[src/common/dma_chan_pkg.sv]
// constants, types and register map of the single dma channel
package dma_chan_pkg;

  // ==========================================================================
  // register indices; byte address on the bus is four times the index
  localparam logic [31:0] IDX_ITEM_INDEX   = 32'h5000361E;
  localparam logic [31:0] IDX_SRC_START_LO = 32'h50003620;
  localparam logic [31:0] IDX_SRC_START_HI = 32'h50003622;
  localparam logic [31:0] IDX_DST_START_LO = 32'h50003624;
  localparam logic [31:0] IDX_DST_START_HI = 32'h50003626;
  localparam logic [31:0] IDX_IRQ_THRESH   = 32'h50003628;
  localparam logic [31:0] IDX_LENGTH       = 32'h5000362A;
  localparam logic [31:0] IDX_CONTROL      = 32'h5000362C;

  // ==========================================================================
  // reset values, masks and response codes
  localparam logic [15:0] REG16_RESET  = 16'h0000;
  localparam logic [15:0] CTRL_WMASK   = 16'h3FFF;
  localparam logic [1:0]  RESP_OKAY    = 2'h0;
  localparam logic [1:0]  RESP_SLVERR  = 2'h2;

  // ==========================================================================
  // item width codes
  localparam logic [1:0] WIDTH_BYTE = 2'h0;
  localparam logic [1:0] WIDTH_HALF = 2'h1;

  // ==========================================================================
  // register select codes returned by the address decoder
  typedef enum logic [3:0] {
    SEL_NONE  = 4'b0000,
    SEL_INDEX = 4'b0001,
    SEL_SRCLO = 4'b0010,
    SEL_SRCHI = 4'b0011,
    SEL_DSTLO = 4'b0100,
    SEL_DSTHI = 4'b0101,
    SEL_THR   = 4'b0110,
    SEL_LEN   = 4'b0111,
    SEL_CTRL  = 4'b1000
  } reg_sel_e;

  // transfer engine states
  typedef enum logic [2:0] {
    ST_IDLE  = 3'b000,
    ST_TRIG  = 3'b001,
    ST_READ  = 3'b010,
    ST_WRITE = 3'b011,
    ST_GAP   = 3'b100
  } eng_state_e;

  // control register layout, msb first
  typedef struct packed {
    logic [1:0] rsvd;
    logic       req_edge;
    logic       fill;
    logic       idle_gap;
    logic [2:0] channel_priority;
    logic       wraparound;
    logic       src_incr;
    logic       dst_incr;
    logic       peripheral_trigger_mode;
    logic       irq_en;
    logic [1:0] item_width_code;
    logic       on;
  } ctrl_s;

  // one system bus command issued by the channel
  typedef struct packed {
    logic        we;
    logic [1:0]  size;
    logic [31:0] addr;
    logic [31:0] wdata;
  } mem_cmd_s;

endpackage

[src/rtl/dma_chan.sv]
// one dma channel: axi4-lite register slave and item transfer engine
//
// Implementation choice: the AXI4-Lite interface to the registers.
`timescale 1ns/1ps

module dma_chan
  import dma_chan_pkg::*;
(
  input  wire logic        ref_clk,
  input  wire logic        rst,
  input  wire logic        ce,
  // axi4-lite register slave
  input  wire logic [31:0] s_axi_awaddr,
  input  wire logic        s_axi_awvalid,
  output logic             s_axi_awready,
  input  wire logic [31:0] s_axi_wdata,
  input  wire logic [3:0]  s_axi_wstrb,
  input  wire logic        s_axi_wvalid,
  output logic             s_axi_wready,
  output logic [1:0]       s_axi_bresp,
  output logic             s_axi_bvalid,
  input  wire logic        s_axi_bready,
  input  wire logic [31:0] s_axi_araddr,
  input  wire logic        s_axi_arvalid,
  output logic             s_axi_arready,
  output logic [31:0]      s_axi_rdata,
  output logic [1:0]       s_axi_rresp,
  output logic             s_axi_rvalid,
  input  wire logic        s_axi_rready,
  // system bus master side, request held until ack
  output logic             mem_req,
  output mem_cmd_s         mem_cmd,
  input  wire logic        mem_ack,
  input  wire logic [31:0] mem_rdata,
  output logic             bus_lock,
  output logic [2:0]       channel_priority,
  // peripheral request and channel interrupt
  input  wire logic        periph_req,
  output logic             irq
);

  // ==========================================================================
  // register state
  ctrl_s            ctrl_q;
  logic [15:0]      src_lo_q;
  logic [15:0]      src_hi_q;
  logic [15:0]      dst_lo_q;
  logic [15:0]      dst_hi_q;
  logic [15:0]      thr_q;
  logic [15:0]      len_q;
  logic [15:0]      idx_q;

  // axi slave state
  logic             aw_hold_q;
  logic [31:0]      aw_addr_q;
  logic             w_hold_q;
  logic [31:0]      w_data_q;
  logic [3:0]       w_strb_q;
  logic             awready_q;
  logic             wready_q;
  logic             bvalid_q;
  logic [1:0]       bresp_q;
  logic             arready_q;
  logic             rvalid_q;
  logic [31:0]      rdata_q;
  logic [1:0]       rresp_q;

  // engine state
  eng_state_e       state_q;
  logic [31:0]      data_q;
  logic             mem_req_q;
  mem_cmd_s         mem_cmd_q;
  logic             lock_q;
  logic [2:0]       prio_q;
  logic             irq_q;
  logic             req_prev_q;
  logic             edge_pend_q;

  // ==========================================================================
  // functions shared by read and write paths
  function automatic reg_sel_e decode(input logic [31:0] addr);
    reg_sel_e s;
    s = SEL_NONE;
    if (addr == {IDX_ITEM_INDEX[29:0], 2'b00}) begin
      s = SEL_INDEX;
    end else if (addr == {IDX_SRC_START_LO[29:0], 2'b00}) begin
      s = SEL_SRCLO;
    end else if (addr == {IDX_SRC_START_HI[29:0], 2'b00}) begin
      s = SEL_SRCHI;
    end else if (addr == {IDX_DST_START_LO[29:0], 2'b00}) begin
      s = SEL_DSTLO;
    end else if (addr == {IDX_DST_START_HI[29:0], 2'b00}) begin
      s = SEL_DSTHI;
    end else if (addr == {IDX_IRQ_THRESH[29:0], 2'b00}) begin
      s = SEL_THR;
    end else if (addr == {IDX_LENGTH[29:0], 2'b00}) begin
      s = SEL_LEN;
    end else if (addr == {IDX_CONTROL[29:0], 2'b00}) begin
      s = SEL_CTRL;
    end
    return s;
  endfunction

  // byte-lane merge into a 16-bit register; upper lanes have no storage
  function automatic logic [15:0] merge16(input logic [15:0] old, input logic [31:0] wd,
                                          input logic [3:0] strb);
    logic [15:0] m;
    m = old;
    if (strb[0]) begin
      m[7:0] = wd[7:0];
    end
    if (strb[1]) begin
      m[15:8] = wd[15:8];
    end
    return m;
  endfunction

  // item address from base, index, increment enable and width
  function automatic logic [31:0] item_addr(input logic [31:0] base, input logic inc,
                                            input logic [15:0] idx, input logic [1:0] w);
    logic [31:0] off;
    off = {16'h0000, idx};
    if (!inc) begin
      return base;
    end else if (w == WIDTH_BYTE) begin
      return base + off;
    end else if (w == WIDTH_HALF) begin
      return base + {off[30:0], 1'b0};
    end
    return base + {off[29:0], 2'b00};
  endfunction

  // ==========================================================================
  // combinational helpers
  reg_sel_e    wr_sel;
  reg_sel_e    rd_sel;
  logic        wr_fire;
  logic [31:0] src_base;
  logic [31:0] dst_base;
  logic        item_done;
  logic        last_item;
  logic        rewind;
  logic        finish;
  logic        req_rise;
  logic        go_req;
  logic        eng_en;
  logic [15:0] nxt_idx;

  assign wr_sel    = decode(aw_addr_q);
  assign rd_sel    = decode(s_axi_araddr);
  assign wr_fire   = aw_hold_q & w_hold_q & ~bvalid_q;
  assign src_base  = {src_hi_q, src_lo_q};
  assign dst_base  = {dst_hi_q, dst_lo_q};
  assign item_done = (state_q == ST_WRITE) & mem_req_q & mem_ack;
  assign last_item = (idx_q == len_q);
  // wraparound only counts when peripheral triggered
  assign rewind    = ctrl_q.wraparound & ctrl_q.peripheral_trigger_mode;
  assign finish    = item_done & last_item & ~rewind;
  assign nxt_idx   = last_item ? 16'h0000 : idx_q + 16'h0001;
  assign req_rise  = periph_req & ~req_prev_q;
  assign go_req    = ctrl_q.req_edge ? edge_pend_q : periph_req;
  // engine flops only tick while enabled or finishing an item in flight
  assign eng_en    = ce & (ctrl_q.on | (state_q != ST_IDLE));

  // ==========================================================================
  // axi write address and data capture; either may arrive first
  always_ff @(posedge ref_clk) begin
    if (rst) begin
      aw_hold_q <= 1'b0;
      aw_addr_q <= 32'h00000000;
      awready_q <= 1'b0;
    end else if (ce) begin
      if (awready_q && s_axi_awvalid) begin
        aw_hold_q <= 1'b1;
        aw_addr_q <= s_axi_awaddr;
        awready_q <= 1'b0;
      end else if (wr_fire) begin
        aw_hold_q <= 1'b0;
      end else if (!aw_hold_q && !bvalid_q) begin
        awready_q <= 1'b1;
      end
    end
  end

  always_ff @(posedge ref_clk) begin
    if (rst) begin
      w_hold_q <= 1'b0;
      w_data_q <= 32'h00000000;
      w_strb_q <= 4'h0;
      wready_q <= 1'b0;
    end else if (ce) begin
      if (wready_q && s_axi_wvalid) begin
        w_hold_q <= 1'b1;
        w_data_q <= s_axi_wdata;
        w_strb_q <= s_axi_wstrb;
        wready_q <= 1'b0;
      end else if (wr_fire) begin
        w_hold_q <= 1'b0;
      end else if (!w_hold_q && !bvalid_q) begin
        wready_q <= 1'b1;
      end
    end
  end

  // write response one cycle after both halves are held
  always_ff @(posedge ref_clk) begin
    if (rst) begin
      bvalid_q <= 1'b0;
      bresp_q  <= RESP_OKAY;
    end else if (ce) begin
      if (wr_fire) begin
        bvalid_q <= 1'b1;
        bresp_q  <= (wr_sel == SEL_NONE) ? RESP_SLVERR : RESP_OKAY;
      end else if (bvalid_q && s_axi_bready) begin
        bvalid_q <= 1'b0;
      end
    end
  end

  // ==========================================================================
  // address, threshold and length registers; index register ignores writes
  always_ff @(posedge ref_clk) begin
    if (rst) begin
      src_lo_q <= REG16_RESET;
      src_hi_q <= REG16_RESET;
      dst_lo_q <= REG16_RESET;
      dst_hi_q <= REG16_RESET;
      thr_q    <= REG16_RESET;
      len_q    <= REG16_RESET;
    end else if (ce && wr_fire) begin
      if (wr_sel == SEL_SRCLO) begin
        src_lo_q <= merge16(src_lo_q, w_data_q, w_strb_q);
      end else if (wr_sel == SEL_SRCHI) begin
        src_hi_q <= merge16(src_hi_q, w_data_q, w_strb_q);
      end else if (wr_sel == SEL_DSTLO) begin
        dst_lo_q <= merge16(dst_lo_q, w_data_q, w_strb_q);
      end else if (wr_sel == SEL_DSTHI) begin
        dst_hi_q <= merge16(dst_hi_q, w_data_q, w_strb_q);
      end else if (wr_sel == SEL_THR) begin
        thr_q <= merge16(thr_q, w_data_q, w_strb_q);
      end else if (wr_sel == SEL_LEN) begin
        len_q <= merge16(len_q, w_data_q, w_strb_q);
      end
    end
  end

  // control register; a software write in the finishing cycle wins
  always_ff @(posedge ref_clk) begin
    if (rst) begin
      ctrl_q <= ctrl_s'(REG16_RESET);
    end else if (ce) begin
      if (wr_fire && wr_sel == SEL_CTRL) begin
        ctrl_q <= ctrl_s'(merge16(ctrl_q, w_data_q, w_strb_q) & CTRL_WMASK);
      end else if (finish) begin
        ctrl_q.on <= 1'b0;
      end
    end
  end

  // ==========================================================================
  // axi read: data one cycle after the address is taken
  always_ff @(posedge ref_clk) begin
    if (rst) begin
      arready_q <= 1'b0;
      rvalid_q  <= 1'b0;
      rdata_q   <= 32'h00000000;
      rresp_q   <= RESP_OKAY;
    end else if (ce) begin
      if (arready_q && s_axi_arvalid) begin
        arready_q <= 1'b0;
        rvalid_q  <= 1'b1;
        rresp_q   <= (rd_sel == SEL_NONE) ? RESP_SLVERR : RESP_OKAY;
        case (rd_sel)
          SEL_INDEX: rdata_q <= {16'h0000, idx_q};
          SEL_SRCLO: rdata_q <= {16'h0000, src_lo_q};
          SEL_SRCHI: rdata_q <= {16'h0000, src_hi_q};
          SEL_DSTLO: rdata_q <= {16'h0000, dst_lo_q};
          SEL_DSTHI: rdata_q <= {16'h0000, dst_hi_q};
          SEL_THR:   rdata_q <= {16'h0000, thr_q};
          SEL_LEN:   rdata_q <= {16'h0000, len_q};
          SEL_CTRL:  rdata_q <= {16'h0000, 16'(ctrl_q) & CTRL_WMASK};
          default:   rdata_q <= 32'h00000000;
        endcase
      end else if (rvalid_q && s_axi_rready) begin
        rvalid_q <= 1'b0;
      end else if (!rvalid_q) begin
        arready_q <= 1'b1;
      end
    end
  end

  // ==========================================================================
  // peripheral request sensing; a new edge wins over the consume
  always_ff @(posedge ref_clk) begin
    if (rst) begin
      req_prev_q  <= 1'b0;
      edge_pend_q <= 1'b0;
    end else if (ce) begin
      req_prev_q <= periph_req;
      if (req_rise) begin
        edge_pend_q <= 1'b1;
      end else if (eng_en && state_q == ST_TRIG) begin
        edge_pend_q <= 1'b0;
      end
    end
  end

  // ==========================================================================
  // transfer engine: one item is a read (skipped in fill mode unless the index is 0)
  // then a write; disabling only takes effect between items so no bus
  // request is ever dropped half way
  always_ff @(posedge ref_clk) begin
    if (rst) begin
      state_q   <= ST_IDLE;
      idx_q     <= REG16_RESET;
      data_q    <= 32'h00000000;
      mem_req_q <= 1'b0;
      mem_cmd_q <= '0;
    end else if (eng_en) begin
      case (state_q)
        ST_IDLE: begin
          idx_q <= REG16_RESET;
          if (ctrl_q.peripheral_trigger_mode) begin
            state_q <= ST_TRIG;
          end else begin
            state_q        <= ST_READ;
            mem_req_q      <= 1'b1;
            mem_cmd_q.we   <= 1'b0;
            mem_cmd_q.size <= ctrl_q.item_width_code;
            mem_cmd_q.addr <= item_addr(src_base, ctrl_q.src_incr & ~ctrl_q.fill,
                                        REG16_RESET, ctrl_q.item_width_code);
          end
        end
        ST_TRIG, ST_GAP: begin
          if (!ctrl_q.on) begin
            state_q <= ST_IDLE;
          end else if (state_q == ST_GAP || go_req) begin
            mem_req_q      <= 1'b1;
            mem_cmd_q.size <= ctrl_q.item_width_code;
            if (ctrl_q.fill && idx_q != REG16_RESET) begin
              state_q         <= ST_WRITE;
              mem_cmd_q.we    <= 1'b1;
              mem_cmd_q.wdata <= data_q;
              mem_cmd_q.addr  <= item_addr(dst_base, ctrl_q.dst_incr, idx_q,
                                           ctrl_q.item_width_code);
            end else begin
              state_q        <= ST_READ;
              mem_cmd_q.we   <= 1'b0;
              mem_cmd_q.addr <= item_addr(src_base, ctrl_q.src_incr & ~ctrl_q.fill,
                                          idx_q, ctrl_q.item_width_code);
            end
          end
        end
        ST_READ: begin
          if (mem_ack) begin
            state_q         <= ST_WRITE;
            data_q          <= mem_rdata;
            mem_cmd_q.we    <= 1'b1;
            mem_cmd_q.wdata <= mem_rdata;
            mem_cmd_q.addr  <= item_addr(dst_base, ctrl_q.dst_incr, idx_q,
                                         ctrl_q.item_width_code);
          end
        end
        ST_WRITE: begin
          if (mem_ack) begin
            idx_q     <= nxt_idx;
            mem_req_q <= 1'b0;
            if (last_item && !rewind) begin
              state_q <= ST_IDLE;
            end else if (!ctrl_q.on) begin
              state_q <= ST_IDLE;
            end else if (ctrl_q.peripheral_trigger_mode) begin
              state_q <= ST_TRIG;
            end else if (ctrl_q.idle_gap) begin
              state_q <= ST_GAP;
            end else if (ctrl_q.fill) begin
              state_q         <= ST_WRITE;
              mem_req_q       <= 1'b1;
              mem_cmd_q.wdata <= data_q;
              mem_cmd_q.addr  <= item_addr(dst_base, ctrl_q.dst_incr, nxt_idx,
                                           ctrl_q.item_width_code);
            end else begin
              state_q        <= ST_READ;
              mem_req_q      <= 1'b1;
              mem_cmd_q.we   <= 1'b0;
              mem_cmd_q.addr <= item_addr(src_base, ctrl_q.src_incr, nxt_idx,
                                          ctrl_q.item_width_code);
            end
          end
        end
        default: begin
          state_q   <= ST_IDLE;
          mem_req_q <= 1'b0;
        end
      endcase
    end
  end

  // ==========================================================================
  // bus ownership: priority goes to the external arbiter; the lock keeps
  // lower masters and other channels off while blocking or filling
  always_ff @(posedge ref_clk) begin
    if (rst) begin
      lock_q <= 1'b0;
      prio_q <= 3'h0;
    end else if (ce) begin
      prio_q <= ctrl_q.channel_priority;
      if (!ctrl_q.on && state_q == ST_IDLE) begin
        lock_q <= 1'b0;
      end else if (ctrl_q.fill) begin
        lock_q <= 1'b1;
      end else begin
        lock_q <= ~ctrl_q.peripheral_trigger_mode & ~ctrl_q.idle_gap;
      end
    end
  end

  // interrupt pulse judged on the index before it advances;
  // kept outside the gated engine so the pulse always drops again
  always_ff @(posedge ref_clk) begin
    if (rst) begin
      irq_q <= 1'b0;
    end else if (ce) begin
      irq_q <= item_done & ctrl_q.irq_en & (thr_q == idx_q);
    end
  end

  // ==========================================================================
  // outputs, all straight from flops
  assign s_axi_awready    = awready_q;
  assign s_axi_wready     = wready_q;
  assign s_axi_bresp      = bresp_q;
  assign s_axi_bvalid     = bvalid_q;
  assign s_axi_arready    = arready_q;
  assign s_axi_rdata      = rdata_q;
  assign s_axi_rresp      = rresp_q;
  assign s_axi_rvalid     = rvalid_q;
  assign mem_req          = mem_req_q;
  assign mem_cmd          = mem_cmd_q;
  assign bus_lock         = lock_q;
  assign channel_priority = prio_q;
  assign irq              = irq_q;

endmodule

[config.mk]
export PLATFORM = sky130hd
export DESIGN_NAME = dma_chan
export DESIGN_NICKNAME = d
export VERILOG_FILES = /design/src/common/dma_chan_pkg.sv /design/src/rtl/dma_chan.sv
export SDC_FILE = /design/constraint.sdc
export NUM_CORES = 2
export LEC_CHECK = 0
export BUFFER_PORTS_ARGS = -buffer_cell sky130_fd_sc_hd__buf_2
export CAP_MARGIN = 20
export CORE_MARGIN = 2
export CORE_UTILIZATION = 60
export CTS_CLUSTER_DIAMETER = 40
export CTS_CLUSTER_SIZE = 24
export DETAILED_ROUTE_END_ITERATION = 8
export PLACE_DENSITY = 0.81
export SYNTH_ARGS = -nofsm -noshare
export SYNTH_HDL_FRONTEND = slang
export SYNTH_SLANG_ARGS = --single-unit
[constraint.sdc]
create_clock -name ref_clk -period 5.9 [get_ports ref_clk]
set_clock_uncertainty 0.1 [all_clocks]
set_input_delay 1.18 -clock ref_clk [delete_from_list [all_inputs] [get_ports ref_clk]]
set_output_delay 1.18 -clock ref_clk [all_outputs]
set_load 0.1 [all_outputs]
==> results.md <==
- Max_slew headroom: 0.226
- Pleak: 13.2 nW
- Placed Cells: approximately 4300
- Post-Synthesis Cells: between 3000 and 4000
- Row count: 77
- RSZ-0062 raised after global routing: false
- Max Slew Vio Count: 0
- CTS root buf: clkbuf_16
- DRT Wirelength: around 100 mm
- Main area contributors after synthesis: dfxtp_1 (23%), ha_1 (9.1%), nand2_1 (6.7%)
- Detail Route Antenna Nets: 0
- Status: complete, no violations
- Vias in the first global route: between 20000 and 30000
- Layout Cells excl Fill: around 4400
- Peak VDD IR: ~0.23 mV
- Post-Synth Simple-Gate Area: 0.210
- Largest fanout on the critical path: 16
- Share of cells above drive strength 1: 0.115
- Main synth FF type: dfxtp_1
- Post-synth EDFFs: 0
- Latest clock arrival within the worst-skew pair: about 0.6 ns
- Grt ovf: 0
- Layout Utilization: 0.681
- Power per Cell Area: around 190 nW/um^2
- Multi-input gate area: 19600 um^2
- CTS Buf Count: 46
- Launch point of the worst path: idx_q[2]$_SDFFE_PP0P_
- Die W: 216 um
- Avg Cell Area, Syn: 7.46 um^2
- Clock transition at the registers of the reported paths: approximately 0.06 ns
- Worst Setup Start Kind: register
- Largest net degree at the start of global routing: between 150 and 200
- Clk pwr share: 0.514
- Yosys top cell by area: dfxtp_1
- End of the critical path: mem_cmd[63]$_SDFFE_PP0P_
- Number of setup buffers added after CTS: 0
- Sequential Area: 6230 um^2
- Comb power frac: 0.102
- Net Switching: approximately 1.6 mW
- Overall Power: between 5 and 6 mW
- Worst setup path class: register to register
- Fillcell total: between 3000 and 4000
- Async set-reset flop share out of synthesis: 0
- Post-DP HPWL: roughly 76 mm
- Post-synthesis sequential area ratio: 0.230
- Crit end category: register
- Clock Sinks: between 300 and 400
- Yosys reg bits: 311
- Wire per inst: ~23 um
- DR pass1 iterations: 9
- Total negative slack: 0 ns
- Total GRT Usage: 0.419
- Max Root-Sink Buffers: 3
- Placed inst area: roughly 28000 um^2
- Synth Area in Compound Gates: 0.291
- Post-cts sizing count: 0
- Initial antenna violation count: 2
- # diodes: 0
- Synth warn: 0
- Worst min path class: register to register
- Die H: ~220 um
- Via count: a little under 30000
- Flop pwr share: 0.383
- Adder-cell share of the synthesized area: 0.0996
- # IOs: between 200 and 300
- DR iter-0 viols: approximately 3800
- Final hold vios: 0
- DIE AREA: 46800 um^2
- Nets: 4080
- Worst path required time: 6.23 ns
- Worst r2r src: idx_q[2]$_SDFFE_PP0P_
- Port Buffers: roughly 220
- # setup viols final: 0
- Number of remaining DRC errors: 0
- Final cycle utilization of the critical path: 0.929
- Mux contribution to synthesized area: 0.0522
- Synth Cell Area: 27000 um^2
- CTS tree: done
- CP arrival: between 5 and 6 ns
- Initial core utilization: 0.610
- Reg2Reg Setup Slack: approximately 0.42 ns
- Sw Ratio: 0.286
- DR vias/cell: 6.83
- Netlist cell types: 98
- P_int: 4.05 mW
- Synthesis-to-finish area growth: 11.7%
- Worst Reg-to-Reg Cells: 15
- GPL Wtd Cong: around 1.1
- Xor-xnor portion of the synthesized cell area: 0.0687
- First-pass GRT wire length: 155 mm
- Core area: 44300 um^2
- Max-Cap Viols: 0
- Hold Buf Count CTS: 0
- Terminus of the critical flop-to-flop path: mem_cmd[63]$_SDFFE_PP0P_
- Synth top area share: 0.230
- Design area: between 30000 and 40000 um^2
- H-Tree Level Count: 2
- Main combinational cell family by area after synthesis: compound AO/OA/AOI/OAI gates
- Worst-margin pin slew: about 1.2 ns
- Max Clock Freq: 182 MHz
- Tmin final: between 5 and 6 ns
==> metrics by stage <==
step | hold slack, ns | setup slack (ns)
2_1_floorplan | 0.331 | 0.871
3_3_place_gp | 0.334 | 0.807
3_5_place_dp | 0.340 | 0.745
4_1_cts | 0.349 | 0.789
5_1_grt | 0.357 | 0.309
6_report | 0.349 | 0.418
==> cell usage in the layout (no fill, tap or decap), drive strengths merged, types with 53 or more instances in the layout <==
cell type / netlist / layout
a311oi: 56 / 56
o211ai: 61 / 61
xnor2: 116 / 116
nand2: 483 / 483
o21ai: 212 / 212
a31oi: 57 / 57
inv: 61 / 70
a21o: 75 / 75
a21oi: 350 / 350
ha: 196 / 196
nor3: 53 / 53
buf: 63 / 294
mux2i: 132 / 132
clkbuf: 187 / 54
nor2: 374 / 374
nand3: 101 / 101
a211oi: 72 / 72
dfxtp: 311 / 311
xor2: 96 / 96
==> kinds of logic (layout without fill, tap and decap cells) <==
kind of cell	count (synthesis)	in the layout
AOI/OAI and AO/OA	1187	1187
xor gates and xnor gates	212	212
adders and majority gates	208	208
buffers and inverters	311	441
DFF	311	311
muxes	140	140
other	1	18
and+or+nand+nor	1251	1251
==> worst min path at each step <==
stage | endpoint | slack (ns) | cells past startpoint | startpoint
after floorplan | aw_addr_q[12]$_SDFFE_PP0P_ | 0.33 | 2 | aw_addr_q[12]$_SDFFE_PP0P_
after global placement | s_axi_rdata[1]$_SDFFE_PP0P_ | 0.33 | 2 | s_axi_rdata[1]$_SDFFE_PP0P_
after detailed placement | s_axi_rdata[14]$_SDFFE_PP0P_ | 0.34 | 2 | s_axi_rdata[14]$_SDFFE_PP0P_
after CTS | s_axi_rdata[5]$_SDFFE_PP0P_ | 0.35 | 2 | s_axi_rdata[5]$_SDFFE_PP0P_
after global routing | s_axi_rdata[1]$_SDFFE_PP0P_ | 0.36 | 2 | s_axi_rdata[1]$_SDFFE_PP0P_
final | s_axi_rdata[15]$_SDFFE_PP0P_ | 0.35 | 2 | s_axi_rdata[15]$_SDFFE_PP0P_
==> registers in the layout (all words and copies together) (netlist names), 2 cells and up <==
register          count
state_q               3
thr_q                16
dst_hi_q             16
mem_cmd              67
idx_q                16
dst_lo_q             16
s_axi_rdata          16
aw_addr_q            32
ctrl_q               14
src_lo_q             16
src_hi_q             16
data_q               32
len_q                16
channel_priority      3
w_data_q             16
w_strb_q              2
==> per-layer routing <==
| metal | wire, um | vias up | global-route usage |
|---|---|---|---|
| li1 | - | 13600 | - |
| met1 | 37200 | 13800 | 0.518 |
| met2 | 43600 | 1933 | 0.647 |
| met3 | 14300 | 458 | 0.123 |
| met4 | 6960 | 2 | 0.250 |
| met5 | 12 | - | 0 |
==> final cells by class <==
cell class / count / area share
sequential: 311 / 0.206
tap: 592 / 0.0245
multi-input combinational: 3016 / 0.649
inverter: 61 / 0.00758
clock buffer: 54 / 0.0414
clock inverter: 32 / 0.0139
timing repair buffer: 294 / 0.0567
==> critical path, stage by stage (launching register included) <==
cell,delay (ns)
dfxtp_1,0.56
xnor2_1,0.18
nand4_1,0.20
nor4_4,0.62
buf_4,0.35
nor2_1,0.23
ha_1,0.42
a21oi_1,0.23
o21ai_0,0.18
a2111oi_2,0.66
nor2_1,0.22
o211ai_1,0.22
a21boi_1,0.14
and4_1,0.22
o21ai_0,0.61
a311oi_1,0.17
==> power groups by stage <==
stage,clock (mW),combinational (mW),sequential [mW]
3_3_place_gp,0,0.559,2.22
2_1_floorplan,0,0.263,2.36
4_1_cts,2.93,0.565,2.17
3_5_place_dp,0,0.564,2.22
5_1_grt,3.02,0.603,2.18
6_report,2.92,0.579,2.17
==> synthesized netlist by cell type, types with 37 or more instances <==
cell type	count
nand3_1	101
nand2_1	483
a21o_1	75
nand4_1	37
o21ai_1	45
and3_1	37
nor3_1	49
o211ai_1	61
a311oi_1	55
a21oi_1	350
clkbuf_1	186
a211oi_1	71
nor2_1	373
xor2_1	96
o21ai_0	165
xnor2_1	116
a31oi_1	57
mux2i_1	132
ha_1	196
dfxtp_1	311
inv_1	60
No activity file was read; power rests on OpenSTA's default activity.
